<file path="src/include/gpd_defs.svh">
`ifndef GPD_DEFS_SVH
`define GPD_DEFS_SVH

// Register word indices; byte address is four times the index
`define GPD_ADDR_W        6
`define GPD_DIR_IDX       6'h00
`define GPD_DIR_CLR_IDX   6'h01
`define GPD_DIR_SET_IDX   6'h02
`define GPD_DIR_INV_IDX   6'h03
`define GPD_LVL_IDX       6'h04
`define GPD_LVL_CLR_IDX   6'h05
`define GPD_LVL_SET_IDX   6'h06
`define GPD_LVL_INV_IDX   6'h07
`define GPD_LAT_IDX       6'h08
`define GPD_LAT_CLR_IDX   6'h09
`define GPD_LAT_SET_IDX   6'h0a
`define GPD_LAT_INV_IDX   6'h0b

`define GPD_PINS          16
`define GPD_DIR_RESET     16'hffff
`define GPD_LAT_RESET     16'h0000
`define GPD_UNDEF_READ    32'h00000000

`endif

</file>
<file path="src/include/gpd_pkg.sv">
package gpd_pkg;

  typedef enum logic [1:0]
  {
    GPD_OP_LOAD,
    GPD_OP_CLR,
    GPD_OP_SET,
    GPD_OP_INV
  } gpd_op_t;

  typedef logic [15:0] gpd_word_t;

endpackage

</file>
<file path="src/rtl/gpd_modify_reg.sv">
`timescale 1ns/10ps
`include "gpd_defs.svh"

module gpd_modify_reg
  import gpd_pkg::*;
#(
  parameter gpd_word_t RESET_VALUE = `GPD_LAT_RESET
)
(
  // Clock and reset
  input  wire logic      mclk,
  input  wire logic      rst,
  // Update request
  input  wire logic      wrEn,
  input  wire gpd_op_t   op,
  input  wire gpd_word_t wrData,
  // Stored value
  output gpd_word_t      value
);

  gpd_word_t value_q;
  gpd_word_t value_d;

  // Only the 16 implemented bits exist, so upper written bits cannot reach anything
  always_comb
  begin
    unique case (op)
      GPD_OP_LOAD: value_d = wrData;
      GPD_OP_CLR:  value_d = value_q & ~wrData;
      GPD_OP_SET:  value_d = value_q | wrData;
      GPD_OP_INV:  value_d = value_q ^ wrData;
    endcase
  end

  always_ff @(posedge mclk or posedge rst)
  begin
    if (rst)
      value_q <= RESET_VALUE;
    else if (wrEn)
      value_q <= value_d;
  end

  assign value = value_q;

endmodule

</file>
<file path="src/rtl/gpd_pin_sync.sv">
`timescale 1ns/10ps
`include "gpd_defs.svh"

module gpd_pin_sync
  import gpd_pkg::*;
(
  // Clock and reset
  input  wire logic      mclk,
  input  wire logic      rst,
  // Pins and sample
  input  wire gpd_word_t pinIn,
  output gpd_word_t      pinLevel
);

  // Pins are synchronous to mclk; one register keeps read timing fixed
  gpd_word_t level_q;

  always_ff @(posedge mclk or posedge rst)
  begin
    if (rst)
      level_q <= 16'h0000;
    else
      level_q <= pinIn;
  end

  assign pinLevel = level_q;

endmodule

</file>
<file path="src/rtl/gpd_port.sv">
// Operation
// Each direction bit set to one makes its pin an input with the driver off, zero makes it an output.
// After reset all sixteen direction bits are one so every pin starts as an input.
// Software writes zero to bits 31 to 16 and ignores them on read.
// A direction-clear write clears each direction bit written as one.
// A direction-set write sets each direction bit written as one.
// A direction-invert write toggles each direction bit written as one.
// Zero bits in any clear, set or invert write leave the target bit alone.
// Companion writes never change unimplemented or read-only bits.
// Reads of companion registers return an undefined value that nobody relies on.
// Reading the pin-level register returns the sampled pin levels, not the latch.
// Writing the pin-level register loads the output latch that drives output pins.
// A pin-level clear write clears each latch bit written as one.
// A pin-level set write sets each latch bit written as one.
// A pin-level invert write toggles each latch bit written as one.
// Reading the output latch register returns the stored latch value.
// A pin with direction zero is driven from its latch bit, otherwise its driver is off.
`timescale 1ns/10ps
`include "gpd_defs.svh"

module gpd_port
  import gpd_pkg::*;
(
  // Clock and reset
  input  wire logic                     mclk,
  input  wire logic                     rst,
  // Register port
  input  wire logic [`GPD_ADDR_W-1:0]   regAddr,
  input  wire logic [31:0]              regWrData,
  input  wire logic                     regWr,
  input  wire logic                     regRd,
  output logic      [31:0]              regRdData,
  // Pins
  input  wire logic [`GPD_PINS-1:0]     pinIn,
  output logic      [`GPD_PINS-1:0]     pinOut,
  output logic      [`GPD_PINS-1:0]     pinOe
);

  gpd_word_t   dirValue;
  gpd_word_t   latValue;
  gpd_word_t   pinLevel;
  logic [31:0] rdData_q;
  logic [31:0] rdData_d;
  gpd_word_t   pinOut_q;
  gpd_word_t   pinOe_q;

  // Map low two index bits to the companion operation
  function automatic gpd_op_t opOf(input logic [`GPD_ADDR_W-1:0] idx);
    opOf = gpd_op_t'(idx[1:0]);
  endfunction

  wire logic    dirHit = regAddr[`GPD_ADDR_W-1:2] == `GPD_DIR_IDX >> 2;
  wire logic    lvlHit = regAddr[`GPD_ADDR_W-1:2] == `GPD_LVL_IDX >> 2;
  wire logic    latHit = regAddr[`GPD_ADDR_W-1:2] == `GPD_LAT_IDX >> 2;
  wire gpd_op_t wrOp   = opOf(regAddr);
  // Upper written bits are dropped here, so they touch nothing
  // drop unimplemented bits
  wire gpd_word_t wrBits = regWrData[15:0];
  wire logic    dirWr  = regWr & dirHit;
  // Level and latch addresses share one latch
  wire logic    latWr  = regWr & (lvlHit | latHit);

  // direction resets high
  // direction companions
  gpd_modify_reg #(
    .RESET_VALUE (`GPD_DIR_RESET)
  ) dirReg (
    .mclk   (mclk),
    .rst    (rst),
    .wrEn   (dirWr),
    .op     (wrOp),
    .wrData (wrBits),
    .value  (dirValue)
  );

  // latch updates
  gpd_modify_reg #(
    .RESET_VALUE (`GPD_LAT_RESET)
  ) latReg (
    .mclk   (mclk),
    .rst    (rst),
    .wrEn   (latWr),
    .op     (wrOp),
    .wrData (wrBits),
    .value  (latValue)
  );

  gpd_pin_sync pinSync (
    .mclk     (mclk),
    .rst      (rst),
    .pinIn    (pinIn),
    .pinLevel (pinLevel)
  );

  // Read mux; reserved and unmapped read as zero
  always_comb
  begin
    rdData_d = 32'h00000000;
    if (regRd)
    begin
      // companions read fixed value
      if (wrOp != GPD_OP_LOAD)
        rdData_d = `GPD_UNDEF_READ;
      else if (dirHit)
        rdData_d = {16'h0000, dirValue};
      // pins, not latch
      else if (lvlHit)
        rdData_d = {16'h0000, pinLevel};
      // latch value
      else if (latHit)
        rdData_d = {16'h0000, latValue};
    end
  end

  always_ff @(posedge mclk or posedge rst)
  begin
    if (rst)
      rdData_q <= 32'h00000000;
    else
      rdData_q <= rdData_d;
  end

  // pin drivers from latch
  // Registered outputs add one cycle after the register change
  always_ff @(posedge mclk or posedge rst)
  begin
    if (rst)
    begin
      pinOut_q <= 16'h0000;
      pinOe_q  <= 16'h0000;
    end
    else
    begin
      pinOut_q <= latValue;
      pinOe_q  <= ~dirValue;
    end
  end

  assign regRdData = rdData_q;
  assign pinOut    = pinOut_q;
  assign pinOe     = pinOe_q;

endmodule

</file>
<file path="config.mk">
export PLATFORM = sky130hd
export DESIGN_NAME = gpd_port
export DESIGN_NICKNAME = d
export VERILOG_FILES = /design/src/include/gpd_pkg.sv /design/src/rtl/gpd_modify_reg.sv /design/src/rtl/gpd_pin_sync.sv /design/src/rtl/gpd_port.sv
export VERILOG_INCLUDE_DIRS = /design/src /design/src/include
export SDC_FILE = /design/constraint.sdc
export NUM_CORES = 1
export LEC_CHECK = 0
export BUFFER_PORTS_ARGS = -buffer_cell sky130_fd_sc_hd__buf_4
export CAP_MARGIN = 20
export CORE_ASPECT_RATIO = 1.1
export CORE_MARGIN = 5
export CORE_UTILIZATION = 25
export DETAILED_ROUTE_END_ITERATION = 8
export HOLD_SLACK_MARGIN = 0.03
export RECOVER_POWER = 25
export SLEW_MARGIN = 10
export SYNTH_ARGS = -nofsm -noshare
export SYNTH_HDL_FRONTEND = slang
export SYNTH_HIERARCHICAL = 1
export SYNTH_SLANG_ARGS = --single-unit
</file>
<file path="constraint.sdc">
create_clock -name mclk -period 2.4 [get_ports mclk]
set_clock_uncertainty 0.1 [all_clocks]
set_input_delay 0.36 -clock mclk [delete_from_list [all_inputs] [get_ports mclk]]
set_output_delay 0.36 -clock mclk [all_outputs]
set_load 0.01 [all_outputs]
</file>
After elaboration in Yosys (flattened, before gate mapping)
Cells that the tools add are included.
Storage, ports and cells
  register bits after elaboration: 112
  bits in latches: 0
  memory bits (writable): 0
  bits in read-only memories: 0
  input bits: 58
  output and inout port bits: 64
  logic and storage cells: 32
  memories kept: 0
Cells by class
  $add $sub $neg: 0
  multipliers: 0
  divide/modulo/power cells: 0
  order comparisons: 0
  equal/unequal tests: 5
  shift operators: 0
  mux-type cells: 7
  bitwise gates (word level): 11
  reduce and logical (&&, ||, !) cells: 3
Operators by type and width (count)
  $pmux 16 s4: 2
  $mux 16: 5
  $and 16x16->16: 2
  $not 16->16: 2
  $or 16x16->16: 2
  $xor 16x16->16: 2
  $eq 2x2->1 const B: 2
  $eq 4x1->1 const B: 1
  $eq 4x2->1 const B: 1
  $logic_not 4->1: 1
  $and 1x1->1: 2
  $eq 2x1->1 const B: 1
  $logic_not 2->1: 1
  $reduce_bool 2->1: 1
  $or 1x1->1: 1

Depth between registers and ports, before layout
Gate-level depths: netlist of run 1.
  word-level depth: 6
  gate-level depth with buffers: 11
  gate-level depth less buffers: 5

Modules after synthesis
The synthesis of run 1 kept the hierarchy.
By module, submodules not included
  gpd_port: instances 1, cells each 161, area each 1888.1 um^2, sequential area each 1201.2 um^2
  gpd_modify_reg at dirReg: instances 1, cells each 157, area each 1657.8 um^2, sequential area each 420.4 um^2
  gpd_modify_reg at latReg: instances 1, cells each 157, area each 1637.8 um^2, sequential area each 400.4 um^2
  gpd_pin_sync: instances 1, cells each 17, area each 404.1 um^2, sequential area each 400.4 um^2

Worst setup path before layout of run 1
No wires, ideal clock.
  path type: in2reg
  start point: in regAddr[3]
  end point: reg dirReg.value_q[13] (netlist: dirReg/value[13])
  library setup time: 0.080 ns
  arrival: 1.949 ns
  required time: 2.220 ns
  slack: 0.271 ns
  cell stages on the path: 11
  path buffers: 6
  cell sequence: buf_6 or4_4 buf_6 buf_6 nor2_1 buf_6 nor2b_4 buf_6 buf_12 o211ai_2 o221ai_2
Between the ends
  word-level cells in the longest chain between the ends: 2
Ends and longest elaborated chain
  start, declared: line gpd_port.sv:28  | input wire logic [`GPD_ADDR_W-1:0] regAddr,
  $logic_not 4->1: line gpd_port.sv:52  | wire logic dirHit = regAddr[`GPD_ADDR_W-1:2] == `GPD_DIR_IDX >> 2;
  $and 1x1->1: line gpd_port.sv:59  | wire logic dirWr = regWr & dirHit;
  via dirWr: line gpd_port.sv:59
  end signal, assigned: line gpd_modify_reg.sv:40  | value_q <= value_d;
  end, declared: line gpd_modify_reg.sv:21  | gpd_word_t value_q;
The timed path passes the listed nets, and every way through them passes these cells.
A chain may end at the register's enable or synchronous reset.

Worst setup path in the final report of run 1
  start point: in regAddr[2]
  end point: reg dirReg.value_q[9] (netlist: dirReg/value[9])
Same word-level chain as after synthesis.

==> results.py, run 1 <==
metrics = {
    "outcome": {
        "status": "completed",
    },
    "place": {
        "gp_congestion": 0.7505,
        "post-dp-hpwl_microns": 10150,
        "port_buffers": 89,
    },
    "setup_path": {
        "cp.required_ns": 2.56,
        "end_kind": "register",
        "start_kind": "primary input",
        "critPathKind": "primary input to register",
        "crit_fanout": 34,
        "arrival_ns": 1.92,
    },
    "clock_network": {
        "cts_inserted_buffers": 9,
        "cts_buffer_depth": 2,
        "cts_root_buffer": "clkbuf_16",
        "clk_pin_slew_ns": 0.07,
        "htreeDepth": 3,
        "cts_setup_buffers": 0,
        "cts.sinks": 96,
        "cts_tree": "built",
        "clk_latency_ns": 0.35,
        "cts_resized": 0,
    },
    "detailed_routing": {
        "vias_per_cell": 4.210,
        "vias": 3755,
        "wire_per_inst_microns": 15.10,
        "wirelength_microns": 13470,
        "route.detailed.drc": 0,
        "ant_nets": 0,
        "drt_first_iter_violations": 160,
        "dr.pass1.iters": 4,
    },
    "grt": {
        "grt_pass1_wl_microns": 21450,
        "antenna_found_initial": 1,
        "grt_pass1_vias": 3914,
        "grt.total_usage": 0.1075,
        "grt_max_degree": 95,
        "grt-ovfl-total": 0,
    },
    "final_layout": {
        "final_util": 0.3126,
        "fin_nets": 714,
        "antenna_cells": 0,
        "n_fill_cell": 2270,
        "drive_gt1_frac": 0.2613,
        "area_growth_pct": 23.26,
    },
    "floorplan": {
        "die_width_microns": 152.5,
        "io_pins": 122,
        "core_area_sq_um": 22040,
        "start_util": 0.2536,
        "num_rows": 57,
        "die_h_microns": 166.8,
        "dieArea_sq_um": 25440,
    },
    "logic_synthesis": {
        "synth.avg_cell_area_sq_um": 11.36,
        "synth_top_flop_cell": "dfrtp_1",
        "syn_inst": 492,
        "yosysSeqAreaShare": 0.4335,
        "synthTopCellsByCount": "inv_1 (85), dfrtp_1 (80), ha_1 (64)",
        "yosysWarnings": 6,
        "async_flop_share": 1.000,
        "synth_top_area_frac": 0.3583,
        "yosys.area.top_type": "dfrtp_1",
        "synthesis.area_sq_um": 5588,
        "yosys.cell_count.top_type": "inv_1",
        "yosysUniqueCellTypes": 28,
        "ys_ff_latch": 96,
        "synth_edf_count": 0,
        "synth.area.top_cells": "dfrtp_1 (36%), ha_1 (14%), dfstp_2 (7.5%), mux2i_1 (6.1%), inv_1 (5.7%)",
    },
    "power_and_ir_drop": {
        "vdd_drop_max_mv": 0.3008,
        "power.density_nw_per_um2": 732.9,
        "p_leak_nw": 3.313,
    },
    "sta": {
        "timing.final.crit_share": 0.7323,
        "fmax_mhz": 569.0,
        "rsz0062_at_grt": "no",
        "slew_viol_final": 0,
        "slew_headroom": 0.5233,
        "setup_viol": 0,
        "final_hold_viol_count": 0,
        "period_needed_ns": 1.757,
        "finalSetupTns_ns": 0,
        "max_slew.worst_pin.slew_ns": 0.7143,
        "whs_ns": 0.1762,
    },
    "flow_run": {
        "drv_cap": 0,
    },
    "worst_hold_path": {
        "min_path_type": "primary input to register",
    },
}
## per-stage QoR
stage | power [mW] | instances | area [sq um] | worst slack, ns
2_1_floorplan | 3.051 | 507 | 5644 | 0.2714
6_report | 5.048 | 892 | 6888 | 0.6426
3_3_place_gp | 3.628 | 859 | 6421 | 0.3390
5_1_grt | 5.386 | 892 | 6888 | 0.5710
4_1_cts | 5.168 | 892 | 6892 | 0.6425
3_5_place_dp | 3.662 | 859 | 6421 | 0.3082
## placed cells by master (no fill, tap or decap), types with 17 or more instances in the layout
cell type / netlist / layout
o221ai_2: 20 / 20
dfrtp_1: 80 / 80
inv_1: 85 / 85
nor2_1: 17 / 17
buf_4: 22 / 82
dlygate4sd3_1: 0 / 17
ha_1: 64 / 64
nand2_1: 33 / 33
mux2i_1: 34 / 34
o211ai_2: 18 / 18
## metal layers
layer,global-route usage,vias to the layer above,share of wire
li1,-,1829,-
met1,0.1265,1827,0.42
met2,0.1843,76,0.50
met3,0.03348,21,0.049
met4,0.04068,2,0.026
met5,0,-,0.0015
## sequential cells by signal, indices dropped and copies added, names as in the netlist
| register | flops |
|---|---|
| dirReg/value | 16 |
| latReg/value | 16 |
| pinOe | 16 |
| pinOut | 16 |
| pinSync/pinLevel | 16 |
| regRdData | 16 |
## where the power goes
group | total (mW) | leakage [nW] | internal, mW | switching, mW
logic | 1.30 | 2.03 | 0.636 | 0.665
clock network | 1.46 | 0.139 | 0.839 | 0.619
registers | 2.29 | 1.14 | 1.98 | 0.306
total | 5.05 | 3.31 | 3.46 | 1.59
## layout make-up
type,count,area (sq um),area share
clock inverter,4,53.80,0.007811
tap,295,369.1,0.05359
sequential,96,2422,0.3517
multi-input combinational,282,2527,0.3669
clock buffer,12,246.5,0.03579
inverter,85,319.1,0.04632
timing repair buffer,118,949.7,0.1379
## repair_timing
item	CTS	global route
hold endpoints to repair	28	0
setup endpoints to repair	0	0
hold buffers	17	0
## worst paths after layout
path,start,endpoint,slack (ns),depth (start not counted)
worst max register to register,dirReg/value[1],dirReg/value[1],0.82,5
worst min register to register,latReg/value[3],pinOut[3],0.35,0
max in group asynchronous,rst,regRdData[13],0.79,4
worst max-delay path,regAddr[2],dirReg/value[9],0.64,8
min in group asynchronous,rst,pinOe[3],0.56,3
worst min-delay path,regWrData[14],dirReg/value[14],0.18,3
## critical path, stage by stage
cell and delay [ns]:
buf_4 0.21, or4_4 0.44, nor2_1 0.14, buf_4 0.16, nor2b_4 0.23, buf_12 0.18, o211ai_1 0.09, o221ai_1 0.10
## cell families (layout without fill, tap and decap cells)
group                    count (synthesis)  after routing  share of synthesized area
AO/OA/AOI/OAI                           80             80                     0.1561
XOR/XNOR                                 1              1                   0.001568
adder cells (fa/ha/maj)                 64             64                     0.1433
buffers and inverters                  129            219                     0.1254
flip-flops                              96             96                     0.4335
multiplexers                            34             34                    0.06091
other                                    1             16                  0.0006711
AND/OR/NAND/NOR                         87             87                    0.07860
No activity file was read; power rests on OpenSTA's default activity.
==> run 2: changes to the inputs <==
==> constraint.sdc (replaced) <==
create_clock -name mclk -period 1.8 [get_ports mclk]
set_clock_uncertainty 0.1 [all_clocks]
set_input_delay 0.27 -clock mclk [delete_from_list [all_inputs] [get_ports mclk]]
set_output_delay 0.27 -clock mclk [all_outputs]
set_load 0.01 [all_outputs]
==> run 2 against run 1 <==
Clock power is 32% higher. First-iteration DRC count is 8.1% higher. Cell count is 1.6% higher. Non-clock buffer count is 14 higher. Sequential share of layout area is 0.73 points lower. Global-route usage is 0.19 points higher. Utilization is 0.66 points higher. Critical path type is now register to register. Largest power group unchanged.
==> results.py, run 2 (synthesized netlist as in run 1, its figures left out) <==
metrics = {
    "place": {
        "post-dp-hpwl_microns": 10400,
        "gp_congestion": 0.7534,
        "port_buffers": 89,
        "placed_area_sq_um": 6571,
        "pre_cts_slack_ns": -0.03963,
    },
    "clock_network": {
        "cts_root_buffer": "clkbuf_16",
        "cts_buffer_depth": 2,
        "clk_pin_slew_ns": 0.07,
        "cts-hold-fix-buffers": 17,
        "clk_latency_ns": 0.35,
        "cts_inserted_buffers": 9,
        "cts.sinks": 96,
        "cts_resized": 0,
        "htreeDepth": 3,
        "cts_tree": "built",
        "cts_setup_buffers": 0,
    },
    "detailed_routing": {
        "route.detailed.drc": 0,
        "vias_per_cell": 4.181,
        "drt_first_iter_violations": 173,
        "ant_nets": 0,
        "dr.pass1.iters": 4,
        "wire_per_inst_microns": 14.80,
        "wirelength_microns": 13410,
        "vias": 3788,
    },
    "sta": {
        "setup_slack_ns": 0.2468,
        "rsz0062_at_grt": "no",
        "whs_ns": 0.08633,
        "slew_viol_final": 0,
        "setup_viol": 0,
        "fmax_mhz": 643.8,
        "period_needed_ns": 1.553,
        "slew_headroom": 0.5629,
        "max_slew.worst_pin.slew_ns": 0.6549,
        "final_hold_viol_count": 0,
        "timing.final.crit_share": 0.8629,
    },
    "setup_path": {
        "arrival_ns": 1.73,
        "cp.required_ns": 1.98,
        "startpoint": "dirReg/value[1]",
        "crit_fanout": 4,
        "end_kind": "register",
        "start_kind": "register",
        "r2r-start": "dirReg/value[1]",
        "critPathKind": "register to register",
    },
    "grt": {
        "grt.total_usage": 0.1094,
        "grt_pass1_wl_microns": 21960,
        "antenna_found_initial": 0,
        "grt_max_degree": 94,
        "grt-ovfl-total": 0,
        "grt_pass1_vias": 3950,
    },
    "final_layout": {
        "area_growth_pct": 25.88,
        "antenna_cells": 0,
        "fin_nets": 728,
        "finalInstanceArea_sq_um": 7034,
        "multiInputGateArea_sq_um": 2535,
        "final_cell_mix": "buf_4 (93), inv_1 (85), dfrtp_1 (80)",
        "final_util": 0.3192,
        "n_fill_cell": 2238,
        "drive_gt1_frac": 0.2815,
        "seq_area_sq_um": 2422,
        "layout_commonest_cell": "buf_4",
    },
    "floorplan": {
        "start_util": 0.2536,
        "dieArea_sq_um": 25440,
        "core_area_sq_um": 22040,
        "die_width_microns": 152.5,
        "num_rows": 57,
        "io_pins": 122,
        "die_h_microns": 166.8,
    },
    "power_and_ir_drop": {
        "power.density_nw_per_um2": 955.2,
        "vdd_drop_max_mv": 0.4457,
        "p_leak_nw": 3.396,
    },
    "flow_run": {
        "drv_cap": 0,
    },
    "worst_hold_path": {
        "min_from": "regWrData[14]",
        "min_path_type": "primary input to register",
    },
    "outcome": {
        "status": "completed",
    },
}
==> run 2: cell count changes in the layout (fill, tap and decap cells not counted), sizes merged <==
cell | before | now
clkinv | 1 | 2
clkbuf | 29 | 27
inv | 85 | 87
buf | 84 | 98
clkinvlp | 2 | 1
==> run 2: critical path, stage by stage, from the launching register on <==
cell	delay, ns
dfstp_1	0.62
inv_1	0.09
ha_1	0.30
mux2i_1	0.14
o22ai_1	0.08
a21o_1	0.16
==> run 2: power by group <==
group | total, mW | internal (mW) | switching (mW)
registers | 3.06 | 2.64 | 0.420
logic | 1.73 | 0.859 | 0.867
clock network | 1.93 | 1.09 | 0.842
total | 6.72 | 4.59 | 2.13
==> run 2: final cells by class <==
cell class,count,area share
Multi-Input combinational cell,282,0.3604
Sequential cell,96,0.3444
Timing Repair Buffer,132,0.1553
Tap cell,295,0.05247
Inverter,85,0.04536
Clock buffer,10,0.03255
Clock inverter,6,0.009605
==> run 2: metrics by stage <==
| stage | power (mW) | instances | TNS, ns |
|---|---|---|---|
| after detailed placement | 4.885 | 873 | -0.1345 |
| after floorplan | 4.068 | 507 | -1.631 |
| final | 6.719 | 906 | 0 |
| after global routing | 7.209 | 906 | 0 |
| after global placement | 4.852 | 873 | -0.08224 |
| after CTS | 6.891 | 906 | 0 |
==> run 2: worst paths after layout <==
check	to	slack, ns	cells past startpoint
max	dirReg/value[1]	0.25	5
min	dirReg/value[14]	0.09	3
max reg2reg	dirReg/value[1]	0.25	5
min reg2reg	pinOut[9]	0.34	0
max in group asynchronous	pinOut[15]	0.51	4
min in group asynchronous	latReg/value[1]	0.43	3
==> run 2: metal layers <==
metal / vias to the layer above / wire length [microns] / global-route usage
li1: 1857 / - / -
met1: 1838 / 5728 / 0.1310
met2: 80 / 6852 / 0.1924
met3: 13 / 638 / 0.03089
met4: 0 / 193 / 0.03100
met5: - / 0 / 0
==> run 3: changes to the inputs <==
--- a/config.mk
+++ b/config.mk
@@ -8,13 +8,12 @@
 export LEC_CHECK = 0
 export BUFFER_PORTS_ARGS = -buffer_cell sky130_fd_sc_hd__buf_4
 export CAP_MARGIN = 20
-export CORE_ASPECT_RATIO = 1.1
 export CORE_MARGIN = 5
 export CORE_UTILIZATION = 25
 export DETAILED_ROUTE_END_ITERATION = 8
 export HOLD_SLACK_MARGIN = 0.03
 export RECOVER_POWER = 25
-export SLEW_MARGIN = 10
+export SLEW_MARGIN = 20
 export SYNTH_ARGS = -nofsm -noshare
 export SYNTH_HDL_FRONTEND = slang
 export SYNTH_HIERARCHICAL = 1
==> constraint.sdc (replaced) <==
create_clock -name mclk -period 1.85 [get_ports mclk]
set_clock_uncertainty 0.1 [all_clocks]
set_input_delay 0.2775 -clock mclk [delete_from_list [all_inputs] [get_ports mclk]]
set_output_delay 0.2775 -clock mclk [all_outputs]
set_load 0.01 [all_outputs]
==> run 3 against run 2 <==
Wire length increased by 2.3%. Worst setup slack better by 0.0071 ns. Non-clock buffer count shrank 5. Via count grew 1.3%. Clock power shrank 4%. Largest cell class unchanged. Power down 3.2%. Sequential power down 3%. Highest routed layer unchanged. Utilization decreased by 0.15 points. Global-route usage is 0.18 points higher. First-iteration DRC count up 4.6%. Clock-buffer cell count stayed put.
==> results.py, run 3 (synthesized netlist as in run 1, its figures left out) <==
metrics = {
    "clock_network": {
        "cts_resized": 0,
        "clk_latency_ns": 0.35,
        "clk_pin_slew_ns": 0.07,
        "cts_buffer_depth": 2,
        "cts.sinks": 96,
        "cts_inserted_buffers": 9,
        "cts_tree": "built",
        "htreeDepth": 3,
        "cts_root_buffer": "clkbuf_16",
    },
    "sta": {
        "fmax_mhz": 626.5,
        "period_needed_ns": 1.596,
        "setup_slack_ns": 0.2539,
        "rsz0062_at_grt": "no",
        "setup_viol": 0,
        "max_slew.worst_pin.slew_ns": 0.6937,
        "timing.final.crit_share": 0.8628,
        "slew_viol_final": 0,
        "final_hold_viol_count": 0,
        "slew_headroom": 0.5370,
    },
    "floorplan": {
        "die_h_microns": 159.5,
        "start_util": 0.2553,
        "die_width_microns": 159.5,
        "io_pins": 122,
        "num_rows": 54,
        "core_area_sq_um": 21890,
        "dieArea_sq_um": 25440,
    },
    "setup_path": {
        "cpPeakStageDelay_ns": 0.47,
        "path_buf_inv": 4,
        "cp.required_ns": 2.05,
        "crit_fanout": 16,
        "ff2ff_setup_slack_ns": 0.31,
        "critPathSlowestCell": "a2111oi_0",
        "crit_chain": "buf_4 > buf_4 > nor4_1 > nand2_1 > buf_4 > a2111oi_0 > buf_4",
        "cp.depth": 7,
        "r2r_end": "dirReg/value[1]",
        "end_kind": "register",
        "crit_family": "buffers and inverters",
        "startpoint": "regAddr[5]",
        "critPathKind": "primary input to register",
        "crit_path_frequent_cell": "buf_4",
        "start_kind": "primary input",
        "cp-endpoint": "regRdData[11]",
        "arrival_ns": 1.79,
        "reg2reg_depth": 5,
        "r2r-start": "dirReg/value[1]",
    },
    "place": {
        "post-dp-hpwl_microns": 10340,
        "gp_congestion": 0.7339,
        "placed_area_sq_um": 6502,
        "port_buffers": 89,
        "pre_cts_slack_ns": -0.1692,
    },
    "worst_hold_path": {
        "holdPathStages": 3,
        "min_path_type": "primary input to register",
    },
    "detailed_routing": {
        "wirelength_microns": 13720,
        "vias_per_cell": 4.330,
        "wire_per_inst_microns": 15.48,
        "ant_nets": 0,
        "drt_first_iter_violations": 181,
        "route.detailed.drc": 0,
        "dr.pass1.iters": 4,
        "vias": 3836,
    },
    "flow_run": {
        "drv_cap": 0,
    },
    "power_and_ir_drop": {
        "power_mw": 6.507,
        "vdd_drop_max_mv": 0.4380,
        "p_leak_nw": 3.359,
        "power.density_nw_per_um2": 935.7,
    },
    "final_layout": {
        "n_fill_cell": 2280,
        "seq_area_sq_um": 2422,
        "final_cell_mix": "buf_4 (89), inv_1 (85), dfrtp_1 (80)",
        "finalInstanceArea_sq_um": 6954,
        "antenna_cells": 0,
        "fin_nets": 723,
        "drive_gt1_frac": 0.2739,
        "layout_commonest_cell": "buf_4",
        "area_growth_pct": 24.45,
        "multiInputGateArea_sq_um": 2535,
    },
    "grt": {
        "antenna_found_initial": 0,
        "grt_pass1_vias": 4195,
        "grt-ovfl-total": 0,
        "grt_pass1_wl_microns": 22600,
        "grt_max_degree": 95,
        "grt.total_usage": 0.1112,
    },
    "outcome": {
        "status": "completed",
    },
}
==> run 3: cell count changes in the layout (fill, tap and decap cells not counted) <==
cell / before / now
inv_8: 1 / 0
clkbuf_4: 16 / 15
clkbuf_1: 2 / 3
buf_12: 5 / 4
clkinvlp_4: 1 / 2
inv_6: 1 / 0
buf_4: 93 / 89
clkinv_2: 2 / 3
==> run 3: worst register-to-register path, cell delays in order, from the launching register on <==
cell and delay [ns]:
dfstp_1 0.61, inv_1 0.09, ha_1 0.29, mux2i_1 0.14, o22ai_1 0.08, a21o_1 0.16
==> run 3: per-stage QoR <==
| step | instances | setup TNS [ns] | util | hold WS, ns |
|---|---|---|---|---|
| after floorplan | 507 | -0.9844 | - | 0.09124 |
| after global placement | 853 | -0.05913 | 0.2970 | 0.1025 |
| after detailed placement | 853 | -0.2245 | 0.2970 | 0.1047 |
| after CTS | 886 | 0 | 0.3180 | 0.07047 |
| after global routing | 886 | 0 | 0.3177 | 0.09941 |
| final | 886 | 0 | 0.3177 | 0.09054 |
==> run 3: routing by layer <==
layer | share of wire | wire, microns | global-route usage | up-vias
met1 | 0.41 | 5625 | 0.1280 | 1891
met2 | 0.52 | 7143 | 0.1956 | 85
met5 | 0 | 0 | 0 | -
met4 | 0.016 | 221 | 0.03567 | 0
met3 | 0.053 | 725 | 0.03546 | 17
li1 | - | - | - | 1843
==> run 3: worst min-delay path by stage <==
stage	from	slack, ns	to
finish	regWrData[14]	0.09	dirReg/value[14]
global route	regWrData[14]	0.1	dirReg/value[14]
CTS	regWrData[14]	0.07	dirReg/value[14]
detailed placement	rst	0.10	latReg/value[3]
global placement	rst	0.10	latReg/value[3]
floorplan	rst	0.09	latReg/value[0]
==> run 3: area by class of cell <==
cell class,instances,share of cell area
Clock buffer,10,0.03293
Clock inverter,6,0.008636
Inverter,85,0.04588
Multi-Input combinational cell,282,0.3645
Sequential cell,96,0.3483
Tap cell,280,0.05038
Timing Repair Buffer,127,0.1493
==> run 3: report_power, final <==
part           leakage [nW]  internal [mW]  switching [mW]
registers              1.14           2.57           0.389
logic                  2.08          0.830           0.857
clock network         0.138           1.04           0.817
==> run 3: repair_timing <==
item	CTS	global route
endpoints found under the hold margin	61	0
setup buffers	0	0
hold buffers	17	0
